### config.mk
export PLATFORM = sky130hd
export DESIGN_NAME = aice_top
export DESIGN_NICKNAME = d
export VERILOG_FILES = /design/src/hw/aice_top.v /design/src/hw/aice_fifo.v
export VERILOG_INCLUDE_DIRS = /design/src /design/src/common
export SDC_FILE = /design/constraint.sdc
export NUM_CORES = 1
export LEC_CHECK = 0
export BUFFER_PORTS_ARGS = -buffer_cell sky130_fd_sc_hd__buf_2
export CAP_MARGIN = 20
export CORE_ASPECT_RATIO = 0.9
export CORE_UTILIZATION = 60
export CTS_CLUSTER_DIAMETER = 120
export DETAILED_ROUTE_END_ITERATION = 10
export PLACE_DENSITY = 0.8
export SYNTH_ARGS = -nofsm -noshare
export SYNTH_HDL_FRONTEND = slang
export SYNTH_SLANG_ARGS = --single-unit
export TNS_END_PERCENT = 50
### constraint.sdc
create_clock -name sys_clk_i -period 10.9 [get_ports sys_clk_i]
set_input_delay 0.545 -clock sys_clk_i [delete_from_list [all_inputs] [get_ports sys_clk_i]]
set_output_delay 0.545 -clock sys_clk_i [all_outputs]
set_load 0.01 [all_outputs]
### src/common/aice_defines.vh
// Purpose: Shared constants for the audio port channel enable block
// Assumes: Register index times four gives the AHB byte address
// Notes: Indexes are word indexes on the bus
`ifndef AICE_DEFINES_VH
`define AICE_DEFINES_VH

// Register indexes (byte address = index * 4)
`define AICE_IDX_P1_TX 14'h0519
`define AICE_IDX_P1_RX 14'h051A
`define AICE_IDX_P2_TX 14'h0559
`define AICE_IDX_P2_RX 14'h055A
`define AICE_IDX_P3_TX 14'h0599
`define AICE_IDX_P3_RX 14'h059A
`define AICE_IDX_CLKCFG 14'h0600
`define AICE_IDX_RATE 14'h0601
`define AICE_IDX_STATUS 14'h0602

// Clock configuration fields
`define AICE_CLK_SYS_LSB 0
`define AICE_CLK_ASY_LSB 4
`define AICE_CLK_W 3

// Rate code field width and domain threshold
`define AICE_RATE_W 4
`define AICE_RATE_ASYNC 4'h8

// Status fields
`define AICE_ST_REFUSED 0
`define AICE_ST_PENDING 1
`define AICE_ST_MASK_LSB 8

// Channels served per step of clock class
`define AICE_CH_PER_CLASS 6'h08

// Reset values
`define AICE_EN_RST 8'h00
`define AICE_CLK_RST 3'h0
`define AICE_RATE_RST 4'h0

// Write queue geometry
`define AICE_Q_WIDTH 11
`define AICE_Q_DEPTH 16

`endif

### src/hw/aice_top.v
// Purpose: Channel enable registers and clock sufficiency gate
// Assumes: AHB-Lite slave, single word transfers, one clock
// Notes: Enable writes queue and are checked in arrival order
//
// The AHB-Lite register port was decided locally.
`timescale 1ns/1ps
`include "aice_defines.vh"

// Function
// - Three ports, eight rx, eight tx channels
// - Tx enable byte, bit n channel n+1
// - Rx enable byte at next address
// - Check clock capacity on enable, refuse
// - Refusal keeps running paths except those the write clears
// - Rate and config writes accepted while enabled
// - Rate code at or above 1000 selects async
module aice_top (
    input wire sys_clk_i,
    input wire rst_n_i,
    input wire hsel_i,
    input wire [31:0] haddr_i,
    input wire [1:0] htrans_i,
    input wire hwrite_i,
    input wire [2:0] hsize_i,
    input wire [31:0] hwdata_i,
    input wire hready_i,
    output reg hreadyout_o,
    output reg hresp_o,
    output reg [31:0] hrdata_o,
    output wire [7:0] port1_tx_channel_on_o,
    output wire [7:0] port1_rx_channel_on_o,
    output wire [7:0] port2_tx_channel_on_o,
    output wire [7:0] port2_rx_channel_on_o,
    output wire [7:0] port3_tx_channel_on_o,
    output wire [7:0] port3_rx_channel_on_o
);
    localparam ST_IDLE = 2'b01;
    localparam ST_CHECK = 2'b10;

    // Enable bytes: 0/1 port1 tx/rx, 2/3 port2, 4/5 port3
    reg [7:0] en_r [0:5];
    reg [`AICE_CLK_W-1:0] sys_cls_r;
    reg [`AICE_CLK_W-1:0] asy_cls_r;
    reg [`AICE_RATE_W-1:0] rate_r [0:2];
    reg refused_r;
    reg [7:0] refused_mask_r;
    reg [1:0] state_r;
    reg [2:0] job_sel_r;
    reg [7:0] job_data_r;

    reg act_r;
    reg wr_r;
    reg [13:0] idx_r;

    wire q_in_ready;
    wire q_out_valid;
    wire [`AICE_Q_WIDTH-1:0] q_out_data;
    wire q_empty;
    wire q_out_ready;
    wire [3:0] sel_w;
    wire [2:0] ph_sel;
    wire ph_is_en;
    wire q_push;
    wire idle_all;
    wire done;

    reg [7:0] cand [0:5];
    reg [7:0] newly;
    reg [5:0] sys_cnt;
    reg [5:0] asy_cnt;
    reg [5:0] sys_cap;
    reg [5:0] asy_cap;
    reg accept;
    reg refuse_set;
    reg [31:0] rd_val;
    integer i;
    integer j;

    function [3:0] pop8;
        input [7:0] v;
        integer k;
        begin
            pop8 = 4'h0;
            for (k = 0; k < 8; k = k + 1) begin
                pop8 = pop8 + {3'b000, v[k]};
            end
        end
    endfunction

    // Maps an index to its enable byte; bit 3 flags no match
    function [3:0] en_sel;
        input [13:0] idx;
        begin
            case (idx)
                `AICE_IDX_P1_TX: en_sel = 4'h0;
                `AICE_IDX_P1_RX: en_sel = 4'h1;
                `AICE_IDX_P2_TX: en_sel = 4'h2;
                `AICE_IDX_P2_RX: en_sel = 4'h3;
                `AICE_IDX_P3_TX: en_sel = 4'h4;
                `AICE_IDX_P3_RX: en_sel = 4'h5;
                default: en_sel = 4'h8;
            endcase
        end
    endfunction

    assign port1_tx_channel_on_o = en_r[0];
    assign port1_rx_channel_on_o = en_r[1];
    assign port2_tx_channel_on_o = en_r[2];
    assign port2_rx_channel_on_o = en_r[3];
    assign port3_tx_channel_on_o = en_r[4];
    assign port3_rx_channel_on_o = en_r[5];

    assign sel_w = en_sel(idx_r);
    assign ph_sel = sel_w[2:0];
    assign ph_is_en = !sel_w[3];
    assign q_push = act_r && wr_r && ph_is_en;
    assign idle_all = q_empty && (state_r == ST_IDLE);
    // Reads wait for queued enable writes so they see settled state;
    // status reads do not, so the busy bit can be seen
    assign done = act_r && (wr_r ? (!ph_is_en || q_in_ready) :
        (idle_all || idx_r == `AICE_IDX_STATUS));
    assign q_out_ready = (state_r == ST_IDLE);

    aice_fifo #(
        .WIDTH(`AICE_Q_WIDTH),
        .DEPTH(`AICE_Q_DEPTH),
        .AW(4)
    ) u_queue (
        .sys_clk_i(sys_clk_i),
        .rst_n_i(rst_n_i),
        .in_valid_i(q_push),
        .in_ready_o(q_in_ready),
        .in_data_i({ph_sel, hwdata_i[7:0]}),
        .out_valid_o(q_out_valid),
        .out_ready_i(q_out_ready),
        .out_data_o(q_out_data),
        .empty_o(q_empty)
    );

    // Capacity check over the candidate enable set
    always @* begin
        for (i = 0; i < 6; i = i + 1) begin
            cand[i] = en_r[i];
        end
        cand[job_sel_r] = job_data_r;
        newly = job_data_r & ~en_r[job_sel_r];
        sys_cnt = 6'h00;
        asy_cnt = 6'h00;
        for (i = 0; i < 6; i = i + 1) begin
            if (rate_r[i/2] >= `AICE_RATE_ASYNC) begin
                asy_cnt = asy_cnt + {2'b00, pop8(cand[i])};
            end else begin
                sys_cnt = sys_cnt + {2'b00, pop8(cand[i])};
            end
        end
        sys_cap = {3'b000, sys_cls_r} * `AICE_CH_PER_CLASS;
        asy_cap = {3'b000, asy_cls_r} * `AICE_CH_PER_CLASS;
        // Clearing bits is never refused; class 0 means clock off
        accept = (newly == 8'h00) ||
            ((sys_cnt <= sys_cap) && (asy_cnt <= asy_cap));
        refuse_set = (state_r == ST_CHECK) && !accept;
    end

    always @* begin
        rd_val = 32'h0000_0000;
        if (ph_is_en) begin
            rd_val[7:0] = en_r[ph_sel];
        end else if (idx_r == `AICE_IDX_CLKCFG) begin
            rd_val[`AICE_CLK_SYS_LSB +: `AICE_CLK_W] = sys_cls_r;
            rd_val[`AICE_CLK_ASY_LSB +: `AICE_CLK_W] = asy_cls_r;
        end else if (idx_r == `AICE_IDX_RATE) begin
            rd_val[11:0] = {rate_r[2], rate_r[1], rate_r[0]};
        end else if (idx_r == `AICE_IDX_STATUS) begin
            rd_val[`AICE_ST_REFUSED] = refused_r;
            rd_val[`AICE_ST_PENDING] = !idle_all;
            rd_val[`AICE_ST_MASK_LSB +: 8] = refused_mask_r;
        end
    end

    always @(posedge sys_clk_i) begin
        if (!rst_n_i) begin
            hreadyout_o <= 1'b1;
            hresp_o <= 1'b0;
            hrdata_o <= 32'h0000_0000;
            act_r <= 1'b0;
            wr_r <= 1'b0;
            idx_r <= 14'h0000;
        end else begin
            if (hreadyout_o && hsel_i && hready_i && htrans_i[1]) begin
                act_r <= 1'b1;
                wr_r <= hwrite_i;
                idx_r <= haddr_i[15:2];
                hreadyout_o <= 1'b0;
            end else if (done) begin
                act_r <= 1'b0;
                hreadyout_o <= 1'b1;
                if (!wr_r) begin
                    hrdata_o <= rd_val;
                end
            end
        end
    end

    always @(posedge sys_clk_i) begin
        if (!rst_n_i) begin
            for (j = 0; j < 6; j = j + 1) begin
                en_r[j] <= `AICE_EN_RST;
            end
            for (j = 0; j < 3; j = j + 1) begin
                rate_r[j] <= `AICE_RATE_RST;
            end
            sys_cls_r <= `AICE_CLK_RST;
            asy_cls_r <= `AICE_CLK_RST;
            refused_r <= 1'b0;
            refused_mask_r <= 8'h00;
            state_r <= ST_IDLE;
            job_sel_r <= 3'h0;
            job_data_r <= 8'h00;
        end else begin
            // Config writes go straight through, even with paths on
            if (done && wr_r) begin
                if (idx_r == `AICE_IDX_CLKCFG) begin
                    sys_cls_r <= hwdata_i[`AICE_CLK_SYS_LSB +: `AICE_CLK_W];
                    asy_cls_r <= hwdata_i[`AICE_CLK_ASY_LSB +: `AICE_CLK_W];
                end
                if (idx_r == `AICE_IDX_RATE) begin
                    rate_r[0] <= hwdata_i[3:0];
                    rate_r[1] <= hwdata_i[7:4];
                    rate_r[2] <= hwdata_i[11:8];
                end
            end
            // Sticky refusal flag: a new refusal beats a W1C clear
            if (refuse_set) begin
                refused_r <= 1'b1;
                refused_mask_r <= newly;
            end else if (done && wr_r && idx_r == `AICE_IDX_STATUS &&
                         hwdata_i[`AICE_ST_REFUSED]) begin
                refused_r <= 1'b0;
            end
            case (state_r)
                ST_IDLE: begin
                    if (q_out_valid) begin
                        job_sel_r <= q_out_data[10:8];
                        job_data_r <= q_out_data[7:0];
                        state_r <= ST_CHECK;
                    end
                end
                ST_CHECK: begin
                    if (accept) begin
                        en_r[job_sel_r] <= job_data_r;
                    end else begin
                        // Keep running bits, honour clears, drop new ones
                        en_r[job_sel_r] <= job_data_r &
                            en_r[job_sel_r];
                    end
                    state_r <= ST_IDLE;
                end
                default: begin
                    state_r <= ST_IDLE;
                end
            endcase
        end
    end
endmodule // aice_top

### src/hw/aice_fifo.v
// Purpose: Queue with valid and ready on both sides
// Assumes: One clock, synchronous active-low reset
// Notes: Read data leave from an output register stage
`timescale 1ns/1ps
module aice_fifo #(
    parameter WIDTH = 11,
    parameter DEPTH = 16,
    parameter AW = 4
) (
    input wire sys_clk_i,
    input wire rst_n_i,
    input wire in_valid_i,
    output wire in_ready_o,
    input wire [WIDTH-1:0] in_data_i,
    output reg out_valid_o,
    input wire out_ready_i,
    output reg [WIDTH-1:0] out_data_o,
    output wire empty_o
);
    reg [WIDTH-1:0] mem_r [0:DEPTH-1];
    reg [AW-1:0] wr_ptr_r;
    reg [AW-1:0] rd_ptr_r;
    reg [AW:0] count_r;
    wire push;
    wire pop;

    assign in_ready_o = (count_r < DEPTH);
    assign push = in_valid_i && in_ready_o;
    assign pop = (count_r != 0) && (!out_valid_o || out_ready_i);
    assign empty_o = (count_r == 0) && !out_valid_o;

    always @(posedge sys_clk_i) begin
        if (push) begin
            mem_r[wr_ptr_r] <= in_data_i;
        end
    end

    always @(posedge sys_clk_i) begin
        if (!rst_n_i) begin
            wr_ptr_r <= {AW{1'b0}};
            rd_ptr_r <= {AW{1'b0}};
            count_r <= {(AW+1){1'b0}};
            out_valid_o <= 1'b0;
            out_data_o <= {WIDTH{1'b0}};
        end else begin
            if (push) begin
                wr_ptr_r <= wr_ptr_r + 1'b1;
            end
            if (pop) begin
                rd_ptr_r <= rd_ptr_r + 1'b1;
                out_data_o <= mem_r[rd_ptr_r];
                out_valid_o <= 1'b1;
            end else if (out_ready_i) begin
                out_valid_o <= 1'b0;
            end
            if (push && !pop) begin
                count_r <= count_r + 1'b1;
            end else if (pop && !push) begin
                count_r <= count_r - 1'b1;
            end
        end
    end
endmodule // aice_fifo

==> results of run 1 <==
## cell usage in the layout (no fill, tap or decap), types with 7 or more instances in the layout
master and count:
nand2_1 140, nand2b_1 13, mux4_2 68, nor3_1 22, conb_1 17, o22ai_1 9, fa_1 35, mux2_2 20
xor2_1 23, o21ai_0 39, and2_1 20, ha_1 73, clkbuf_1 10, dfxtp_1 87, nor2_1 114, mux2i_1 75
nand3_1 13, clkinv_1 9, a21o_1 23, edfxtp_1 252, a21oi_1 85, inv_1 58, xnor2_1 21, a211oi_1 7
buf_4 50, buf_2 98, clkbuf_16 35, nor2b_1 20
## worst register-to-register path, delay by kind of cell (launching register included)
family                   cells  cell delay [ns]
adder cells (fa/ha/maj)     11             4.86
AO/OA/AOI/OAI               10             1.68
AND/OR/NAND/NOR              8             1.67
buffers and inverters        5             0.68
XOR/XNOR                     2             0.46
multiplexers                 1             0.41
flip-flops                   1             0.37
## registers in the layout (all words and copies together), names as in the netlist, 2 cells and up, named ones only
| signal | count |
|---|---|
| asy_cls_r | 3 |
| en_r | 64 |
| hrdata_o | 16 |
| idx_r | 14 |
| job_data_r | 8 |
| job_sel_r | 3 |
| rate_r | 12 |
| refused_mask_r | 8 |
| state_r | 2 |
| sys_cls_r | 3 |
| u_queue.count_r | 5 |
| u_queue.mem_r | 176 |
| u_queue.out_data_o | 11 |
| u_queue.rd_ptr_r | 4 |
| u_queue.wr_ptr_r | 4 |
## synthesized netlist by cell type (all sizes together), types with 6 or more instances
library cell / instances / area (um2)
fa: 35 / 701
nor4: 8 / 65.1
xor2: 23 / 201
nor2: 114 / 428
inv: 59 / 221
a211oi: 7 / 52.6
edfxtp: 252 / 7570
a221oi: 6 / 52.6
a21o: 23 / 173
mux4: 68 / 1530
a22oi: 6 / 45.0
nor3: 29 / 168
o22ai: 10 / 62.6
o21ai: 43 / 215
nand2: 141 / 532
nand3b: 6 / 45.0
and2: 21 / 131
dfxtp: 89 / 1780
mux2: 20 / 225
or3: 6 / 42.5
nand3: 14 / 70.1
ha: 73 / 913
buf: 36 / 229
a21oi: 85 / 425
nand2b: 13 / 81.3
clkbuf: 50 / 188
mux2i: 76 / 761
o31ai: 6 / 45.0
xnor2: 22 / 193
a31o: 6 / 52.6
nor2b: 20 / 125
## final cells by class
type | count | area [um2]
sequential | 341 | 9350
fill | 1986 | 9010
multi-input combinational | 953 | 7930
clock buffer | 45 | 913
timing repair buffer | 149 | 877
tap | 396 | 495
inverter | 60 | 225
clock inverter | 19 | 206
## cell families (layout without fill, tap and decap cells)
logic type                 Yosys count  after routing  share of synthesized area (%)
buffers and inverters              146            273                           3.61
and+or+nand+nor                    402            402                           10.9
DFF                                341            341                           52.6
adders and majority gates          108            108                           9.07
xor gates and xnor gates            45             45                           2.22
other                                1             17                         0.0211
AOI/OAI and AO/OA                  217            217                           7.50
muxes                              164            164                           14.2
## metrics by stage
stage | hold slack, ns | cells
2_1_floorplan | 0.431 | 1440
5_1_grt | 0.271 | 1963
3_3_place_gp | 0.439 | 1894
6_report | 0.256 | 1963
3_5_place_dp | 0.446 | 1894
4_1_cts | 0.253 | 1958
## repair_timing
| item | 4_1_cts | 5_1_grt |
|---|---|---|
| hold endpoints to repair | 0 | 0 |
| gates resized for setup | 0 | 12 |
| setup buffers | 0 | 1 |
| endpoints found under the setup margin | 0 | 73 |
## path summary, 6_finish.rpt
path,startpoint,endpoint,slack [ns],cells after the start
worst max-delay path,job_sel_r[0]$_SDFFE_PN0P_,en_r[7][3]$_DFFE_PP_,0.46,37
worst min-delay path,haddr_i[3],idx_r[1]$_SDFFE_PN0P_,0.26,3
worst max register to register,job_sel_r[0]$_SDFFE_PN0P_,en_r[7][3]$_DFFE_PP_,0.46,37
worst min register to register,u_queue.out_data_o[7]$_SDFFE_PN0P_,job_data_r[7]$_SDFFE_PN0P_,0.44,2
## routing by layer
layer	vias up	wire, um	share of wire, %
li1	5452	-	-
met1	6151	19000	39
met2	809	22400	45
met3	134	6340	13
met4	8	1410	2.9
met5	-	238	0.48
## power by group through the flow
| stage | combinational (mW) | clock [mW] | sequential, mW |
|---|---|---|---|
| 2_1_floorplan | 1.79 | 0 | 1.51 |
| 3_3_place_gp | 2.17 | 0 | 1.54 |
| 3_5_place_dp | 2.29 | 0 | 1.54 |
| 4_1_cts | 2.35 | 1.18 | 1.51 |
| 5_1_grt | 2.67 | 1.24 | 1.52 |
| 6_report | 2.44 | 1.18 | 1.52 |
==> reports/metrics.csv, run 1 <==
metric,value,unit
crit path buf inv count,5,
Lkg Pwr,7.50,nW
core area,29000,um2
logic gate share of total power,47.4,%
Async SR Flop Fraction,0,%
"EDFF count, synth",252,
residual DRC count,0,
Final Core Density,68.9,%
Pins Over Slew Limit,0,
sequential share of power,29.5,%
clock latency at the later pin of the worst-skew pair,0.54,ns
number of I/O port buffers,96,
initial DRC count,1371,
period utilization,95.7,%
H-tree Lvls,2,
total global-route track usage,32.6,%
IO Count,156,
Post-Syn Instances,1424,
status,"complete, no violations",
routed vias/inst,6.40,
distinct cell type count after synthesis,68,
Worst EP arrival,10.68,ns
met3 usage,10.4,%
WS Path Type,register to register,
Post-Syn Area per Cell,12.5,um2
n_diodes,0,
Fmax,0.0958,GHz
Initial Utilization,61.3,%
router iterations before antenna repair,6,
drt total wl,49400,um
Critical Path Source Type,register,
CP Capture Type,register,
worst-margin pin slew,1.22,ns
Critical-path top delay cell,fa_1,
routed length per placed instance,25.2,um
Post-synth top flop,edfxtp_1,
GR met1 Demand/Resource,44.5,%
layout cells sized above 1,20.4,%
Hold WC Path Type,input pin to register,
Yosys warnings,0,
dpl cell area,18800,um2
"Area growth, synth to finish",12.4,%
Row Count,59,
number of global-route vias before repair,12021,
CP most frequent cell,fa_1,
root buffer cell,clkbuf_16,
GRT busiest layer,met2,
maxcap violations,0,
Sum Neg Setup Slack,0,ns
"CTS clk-pin slew, worst paths",0.06,ns
largest net degree at the start of global routing,78,
Int Pwr,3.17,mW
Total Die Area,30300,um2
Worst slew margin,16.3,%
met2 Use GR,49.9,%
Final nets,1722,
first-pass GRT wire length,72300,um
Final Cell Area,20000,um2
VDD IR-drop max,0.000282,V
Tmin final,10.44,ns
Clock Path Buffers,3,
Post-Syn Area,17800,um2
Horiz. Die Dim,184,um
final worst-path setup slack,0.463,ns
sequential element share of the synthesized area,52.6,%
# setup viols final,0,
clock share of power,23.0,%
dpl ws,0.130,ns
switching share of power,38.2,%
global route overflow,0,
Layout Skew,0.0309,ns
"delay-heaviest family, CP",adder cells,
Inserted Clock Buffers,35,
Die Ht,165,um
initial antenna violation count,0,
pwr dens,257,nW/um2
hold_buf cts,0,
Sw Pwr,1.96,mW
vias post-DR,12554,
GPL Wtd Cong,0.991,
"Power, Total",5.14,mW
DP HPWL,33800,um
Slowest Stage Delay on Critical Path,0.57,ns
Synth Register Bits,341,
RSZ-0062 raised after global routing,no,
ANT nets after route,0,
Num Clock Sinks,341,
"Max FO, Critical Path",12,
Final Hold Viols,0,
CTS tree,yes,
Required @ worst endpoint,11.15,ns
No activity file was read; power rests on OpenSTA's default activity.
==> inputs of run 2 (changes only) <==
--- a/config.mk
+++ b/config.mk
@@ -6,6 +6,7 @@
 export SDC_FILE = /design/constraint.sdc
 export NUM_CORES = 1
 export LEC_CHECK = 0
+export ABC_AREA = 1
 export BUFFER_PORTS_ARGS = -buffer_cell sky130_fd_sc_hd__buf_2
 export CAP_MARGIN = 20
 export CORE_ASPECT_RATIO = 0.9
==> run 2 against run 1 <==
Net effect:
- design area increased by 0.91%
- sequential share of layout area down 0.43 points
- clock skew fell by 0.0073 ns
- routed wire length up 1.2%
- non-clock buffer count is 15 lower
- die area is 2.1% higher
- fmax increased by 3.3%
==> reports/metrics.csv, run 2 <==
metric,value,unit
Sw Pwr,3.38,mW
routed length per placed instance,20.0,um
Initial Utilization,60.8,%
Post-Syn Area,18200,um2
CTS tree,yes,
routed vias/inst,6.00,
Final Core Density,67.5,%
Layout Skew,0.0236,ns
drt total wl,50000,um
max reg flops,176,
residual DRC count,0,
Tmin final,10.10,ns
Die Ht,167,um
Final Hold Viols,0,
distinct cell type count after synthesis,44,
IO Count,156,
CP Capture Type,register,
Worst slew margin,36.7,%
clock share of power,16.3,%
"commonest cells after routing, fill and taps aside","280 x nor2_1, 255 x o21ai_0, 252 x edfxtp_1",
vias post-DR,14988,
largest net degree at the start of global routing,92,
"Area growth, synth to finish",11.0,%
Int Pwr,3.84,mW
Row Count,60,
Required @ worst endpoint,11.15,ns
status,"complete, no violations",
clock latency at the later pin of the worst-skew pair,0.53,ns
WS Path Type,register to register,
Async SR Flop Fraction,0,%
"Max FO, Critical Path",21,
Yosys top cell by area,edfxtp_1,
sequential cell area,9350,um2
"CTS clk-pin slew, worst paths",0.06,ns
complex-gate fraction of the synthesized area,15.2,%
Horiz. Die Dim,185,um
FF-to-FF path depth,52,
# setup viols final,0,
Synth Register Bits,341,
Post-synth top flop,edfxtp_1,
router iterations before antenna repair,6,
Worst EP arrival,10.35,ns
synth cell count leaders,"280 x nor2_1, 257 x nand2_1, 256 x o21ai_0",
core area,29900,um2
number of global-route vias before repair,14030,
Num Clock Sinks,341,
share of the synthesized area in the top cell type,41.6,%
Lkg Pwr,8.44,nW
Top reg by flops,u_queue.mem_r,
Yosys warnings,0,
Hold WC Path Type,input pin to register,
Inserted Clock Buffers,36,
Sum Neg Setup Slack,0,ns
H-tree Lvls,2,
largest cells by area after synthesis,"edfxtp_1 42%, dfxtp_1 9.8%, o21ai_0 7.0%, nor2_1 5.8%, nand2_1 5.3%",
first-pass GRT wire length,77000,um
initial DRC count,1979,
mux share of post-synthesis cell area,0,%
pwr dens,358,nW/um2
sequential element share of the synthesized area,51.4,%
Fmax,0.0990,GHz
Post-Syn Area per Cell,9.15,um2
Pins Over Slew Limit,0,
Post-Syn Instances,1987,
total global-route track usage,32.7,%
DP HPWL,34500,um
global route overflow,0,
VDD IR-drop max,0.000537,V
GPL Wtd Cong,0.939,
period utilization,92.7,%
Adder-Cell Fraction of Synth Area,8.88,%
Critical-path top delay cell,fa_1,
layout cells sized above 1,11.2,%
Critical Path Source Type,register,
most common cell in the netlist,nor2_1,
"commonest non-fill, non-tap cell in the layout",nor2_1,
worst-margin pin slew,0.946,ns
logic gate share of total power,62.3,%
Post-Synth Simple-Gate Area,15.9,%
"EDFF count, synth",252,
switching share of power,46.8,%
hold path depth,3,
number of I/O port buffers,96,
Clock Path Buffers,3,
initial antenna violation count,0,
multi-input logic area,7540,um2
largest registers,"u_queue.mem_r x176, en_r x64, hrdata_o x16",
maxcap violations,0,
largest family of logic cells by synthesized area,simple AND/OR/NAND/NOR gates,
Final nets,2249,
Post-Synth XOR/XNOR Area,1.11,%
filler cell count,2406,
ANT nets after route,0,
Slowest Stage Delay on Critical Path,0.53,ns
RSZ-0062 raised after global routing,no,
sequential share of power,21.4,%
root buffer cell,clkbuf_16,
Total Die Area,31000,um2
==> run 2: cell types whose count changed after synthesis, moves of 19 or more <==
| cell | before | now |
|---|---|---|
| inv_1 | 59 | 206 |
| a21oi_1 | 85 | 115 |
| and2_1 | 20 | 0 |
| o211ai_1 | 3 | 38 |
| mux4_2 | 68 | 0 |
| mux2_2 | 20 | 0 |
| a21o_1 | 23 | 4 |
| nor2b_1 | 20 | 0 |
| nor2_1 | 114 | 280 |
| o21ai_0 | 43 | 256 |
| mux2i_1 | 76 | 0 |
| o221ai_1 | 0 | 31 |
| nand3_1 | 14 | 100 |
| nand2_1 | 140 | 257 |
==> run 2: cells by family after synthesis <==
group,Yosys count
AO/OA/AOI/OAI,493
adder cells (fa/ha/maj),108
other,1
AND/OR/NAND/NOR,692
buffers and inverters,329
XOR/XNOR,23
flip-flops,341
==> run 2: repair_timing <==
| item | CTS | global route |
|---|---|---|
| hold buffers | 0 | 0 |
| gates resized for setup | 0 | 6 |
| buffers inserted | 0 | 4 |
| setup endpoints to repair | 0 | 69 |
==> run 2: cell type report <==
class	instances	share of cell area (%)
antenna	1	0.0124
clock buffer	46	4.81
clock inverter	20	0.775
timing repair buffer	134	4.08
inverter	221	4.12
sequential	341	46.3
multi-input combinational	1333	37.4
tap	403	2.50
==> run 2: routing by layer <==
metal	track usage (%)	up-vias	wire length, um
met3	8.48	99	5820
met1	47.9	7161	21000
met5	0	-	0
met2	48.0	785	22100
li1	-	6943	-
met4	9.38	0	1130
==> run 2: critical path, delay by kind of cell, from the launching register on <==
| family | cells | cell delay, ns |
|---|---|---|
| fa+ha+maj | 11 | 4.51 |
| simple gates | 17 | 1.95 |
| compound gates | 11 | 1.61 |
| buf+inv | 13 | 1.31 |
| flops | 1 | 0.44 |
==> run 2: path summary, 6_finish.rpt <==
path                                       start                        endpoint  slack, ns
setup / recovery       job_sel_r[0]$_SDFFE_PN0P_            en_r[6][2]$_DFFE_PP_       0.80
hold / removal                       haddr_i[13]          idx_r[11]$_SDFFE_PN0P_       0.30
setup reg to reg       job_sel_r[0]$_SDFFE_PN0P_            en_r[6][2]$_DFFE_PP_       0.80
hold reg to reg   refused_mask_r[1]$_SDFFE_PN0P_  refused_mask_r[1]$_SDFFE_PN0P_       0.45
==> run 2: power groups by stage <==
| stage | clock (mW) | combinational (mW) | sequential [mW] |
|---|---|---|---|
| 6_report | 1.18 | 4.50 | 1.54 |
| 4_1_cts | 1.19 | 4.45 | 1.54 |
| 3_5_place_dp | 0 | 4.39 | 1.56 |
| 2_1_floorplan | 0 | 3.47 | 1.53 |
| 3_3_place_gp | 0 | 4.16 | 1.56 |
| 5_1_grt | 1.24 | 5.17 | 1.54 |
==> run 2: metrics by stage <==
step / power (mW) / area [um2] / hold slack, ns / setup slack [ns] / std cells
3_3_place_gp: 5.72 / 18800 / 0.436 / 0.827 / 2409
2_1_floorplan: 5.00 / 18200 / 0.422 / 2.08 / 2003
5_1_grt: 7.96 / 20200 / 0.311 / 0.0363 / 2498
3_5_place_dp: 5.95 / 18900 / 0.439 / 0.603 / 2416
4_1_cts: 7.17 / 20000 / 0.288 / 0.485 / 2482
6_report: 7.22 / 20200 / 0.301 / 0.797 / 2499
==> inputs of run 3 (changes only) <==
--- a/config.mk
+++ b/config.mk
@@ -9,11 +9,13 @@
 export ABC_AREA = 1
 export BUFFER_PORTS_ARGS = -buffer_cell sky130_fd_sc_hd__buf_2
 export CAP_MARGIN = 20
+export CELL_PAD_IN_SITES_DETAIL_PLACEMENT = 1
+export CELL_PAD_IN_SITES_GLOBAL_PLACEMENT = 2
 export CORE_ASPECT_RATIO = 0.9
-export CORE_UTILIZATION = 60
+export CORE_UTILIZATION = 38
 export CTS_CLUSTER_DIAMETER = 120
 export DETAILED_ROUTE_END_ITERATION = 10
-export PLACE_DENSITY = 0.8
+export PLACE_DENSITY_LB_ADDON = 0.1
 export SYNTH_ARGS = -nofsm -noshare
 export SYNTH_HDL_FRONTEND = slang
 export SYNTH_SLANG_ARGS = --single-unit
==> constraint.sdc (replaced) <==
create_clock -name sys_clk_i -period 10.9 [get_ports sys_clk_i]
set_input_delay 0.545 -clock sys_clk_i [delete_from_list [all_inputs] [get_ports sys_clk_i]]
set_output_delay 0.545 -clock sys_clk_i [all_outputs]
set_load 0.02 [all_outputs]
==> run 3 against run 2 <==
Net effect:
- hold slack got worse by 0.049 ns
- critical path depth decreased by 6
- first-iteration DRC count decreased by 47%
==> reports/metrics.csv, run 3 (same netlist as run 2, synthesis figures left out) <==
metric,value,unit
total global-route track usage,24.9,%
period utilization,93.3,%
"Area growth, synth to finish",13.0,%
Hold WC Path Type,input pin to register,
initial DRC count,1040,
Final Core Density,43.8,%
residual DRC count,0,
vias post-DR,14680,
Required @ worst endpoint,11.19,ns
CTS tree,yes,
Final nets,2253,
worst-margin pin slew,1.04,ns
Clock Path Buffers,3,
WS Path Type,register to register,
IO Count,156,
routed length per placed instance,22.1,um
Critical Path Source Type,register,
"commonest non-fill, non-tap cell in the layout",nor2_1,
CP Capture Type,register,
n_diodes,0,
"Max FO, Critical Path",13,
Finished Layout Cells,2717,
hold_buf cts,0,
RSZ-0062 raised after global routing,no,
Row Count,75,
Worst slew margin,30.8,%
H-tree Lvls,2,
router iterations before antenna repair,5,
routed vias/inst,5.40,
DP HPWL,42100,um
largest net degree at the start of global routing,91,
postcts setup bufs,0,
Layout Skew,0.0156,ns
Worst EP arrival,10.46,ns
Fmax,0.0983,GHz
VDD IR-drop max,0.000494,V
Num Clock Sinks,341,
status,"complete, no violations",
drt total wl,60100,um
Inserted Clock Buffers,38,
layout cells sized above 1,11.3,%
ANT nets after route,0,
Die Ht,209,um
pwr dens,364,nW/um2
global route overflow,0,
Horiz. Die Dim,233,um
core area,46900,um2
Sum Neg Setup Slack,0,ns
Critical-path top delay cell,fa_1,
Top reg by flops,u_queue.mem_r,
"commonest cells after routing, fill and taps aside","280 x nor2_1, 257 x nand2_1, 255 x o21ai_0",
Pins Over Slew Limit,0,
first-pass GRT wire length,90800,um
clock latency at the later pin of the worst-skew pair,0.57,ns
initial antenna violation count,0,
Initial Utilization,38.7,%
Cells after DPL,2645,
Final Hold Viols,0,
"CTS clk-pin slew, worst paths",0.06,ns
Tmin final,10.17,ns
"Power, Total",7.47,mW
GPL Wtd Cong,0.850,
max reg flops,176,
# setup viols final,0,
root buffer cell,clkbuf_16,
CP most frequent cell,nand2_1,
largest registers,"u_queue.mem_r x176, en_r x64, hrdata_o x16",
Slowest Stage Delay on Critical Path,0.59,ns
Lkg Pwr,8.49,nW
number of I/O port buffers,96,
maxcap violations,0,
number of global-route vias before repair,14838,
Total Die Area,48700,um2
run 3: changes by cell type in the layout (fill, tap and decap cells not counted), moves of 3 or more:
cell,previous run,this run
nand2_1,251,257
buf_2,101,97
nand2_2,11,5
buf_6,10,1
buf_4,21,37
clkbuf_16,37,41
clkinv_2,8,5
run 3: area by class of cell:
| cell class | count | area (um2) |
|---|---|---|
| multi-input combinational | 1333 | 7530 |
| fill | 5502 | 26400 |
| timing repair buffer | 136 | 779 |
| clock inverter | 18 | 194 |
| inverter | 221 | 832 |
| tap | 616 | 771 |
| clock buffer | 52 | 1090 |
| sequential | 341 | 9350 |
run 3: layer usage:
layer / global-route usage (%) / part of all wire [%] / vias up
met4: 6.11 / 1.9 / 0
met2: 38.5 / 45 / 327
met1: 36.8 / 48 / 7343
met5: 0 / 0 / -
met3: 3.46 / 5.8 / 70
li1: - / - / 6940
run 3: path summary, 6_finish.rpt:
path	endpoint	cells past startpoint	startpoint	slack (ns)
max	en_r[5][3]$_DFFE_PP_	46	job_sel_r[2]$_SDFFE_PN0P_	0.73
min	wr_r$_SDFFE_PN0P_	3	hwrite_i	0.25
min reg2reg	idx_r[10]$_SDFFE_PN0P_	2	idx_r[10]$_SDFFE_PN0P_	0.46
max reg2reg	en_r[5][3]$_DFFE_PP_	46	job_sel_r[2]$_SDFFE_PN0P_	0.73
run 3: critical path: cells and delay by family (launching register included):
kind	cells	cell delay [ns]
fa+ha+maj	11	4.63
buf+inv	7	0.54
compound gates	8	1.56
simple gates	19	2.67
xor+xnor	1	0.15
flops	1	0.34
run 3: where the power goes:
part,internal [mW],total (mW),switching [mW]
Clock,0.757,1.31,0.556
Sequential,1.46,1.53,0.0773
Combinational,1.74,4.63,2.88
Total,3.96,7.47,3.52
run 3: through the flow:
step / hold WS [ns] / instance area, um2 / setup slack, ns
after CTS: 0.230 / 20500 / 0.719
after global placement: 0.449 / 19200 / 0.909
final: 0.252 / 20500 / 0.731
after detailed placement: 0.455 / 19200 / 0.814
after global routing: 0.260 / 20500 / 0.0153
after floorplan: 0.422 / 18200 / 2.08
run 3: repair_timing:
item                                    4_1_cts  5_1_grt
endpoints found under the setup margin        0        3
resized for setup                             0        1
endpoints found under the hold margin         0        0
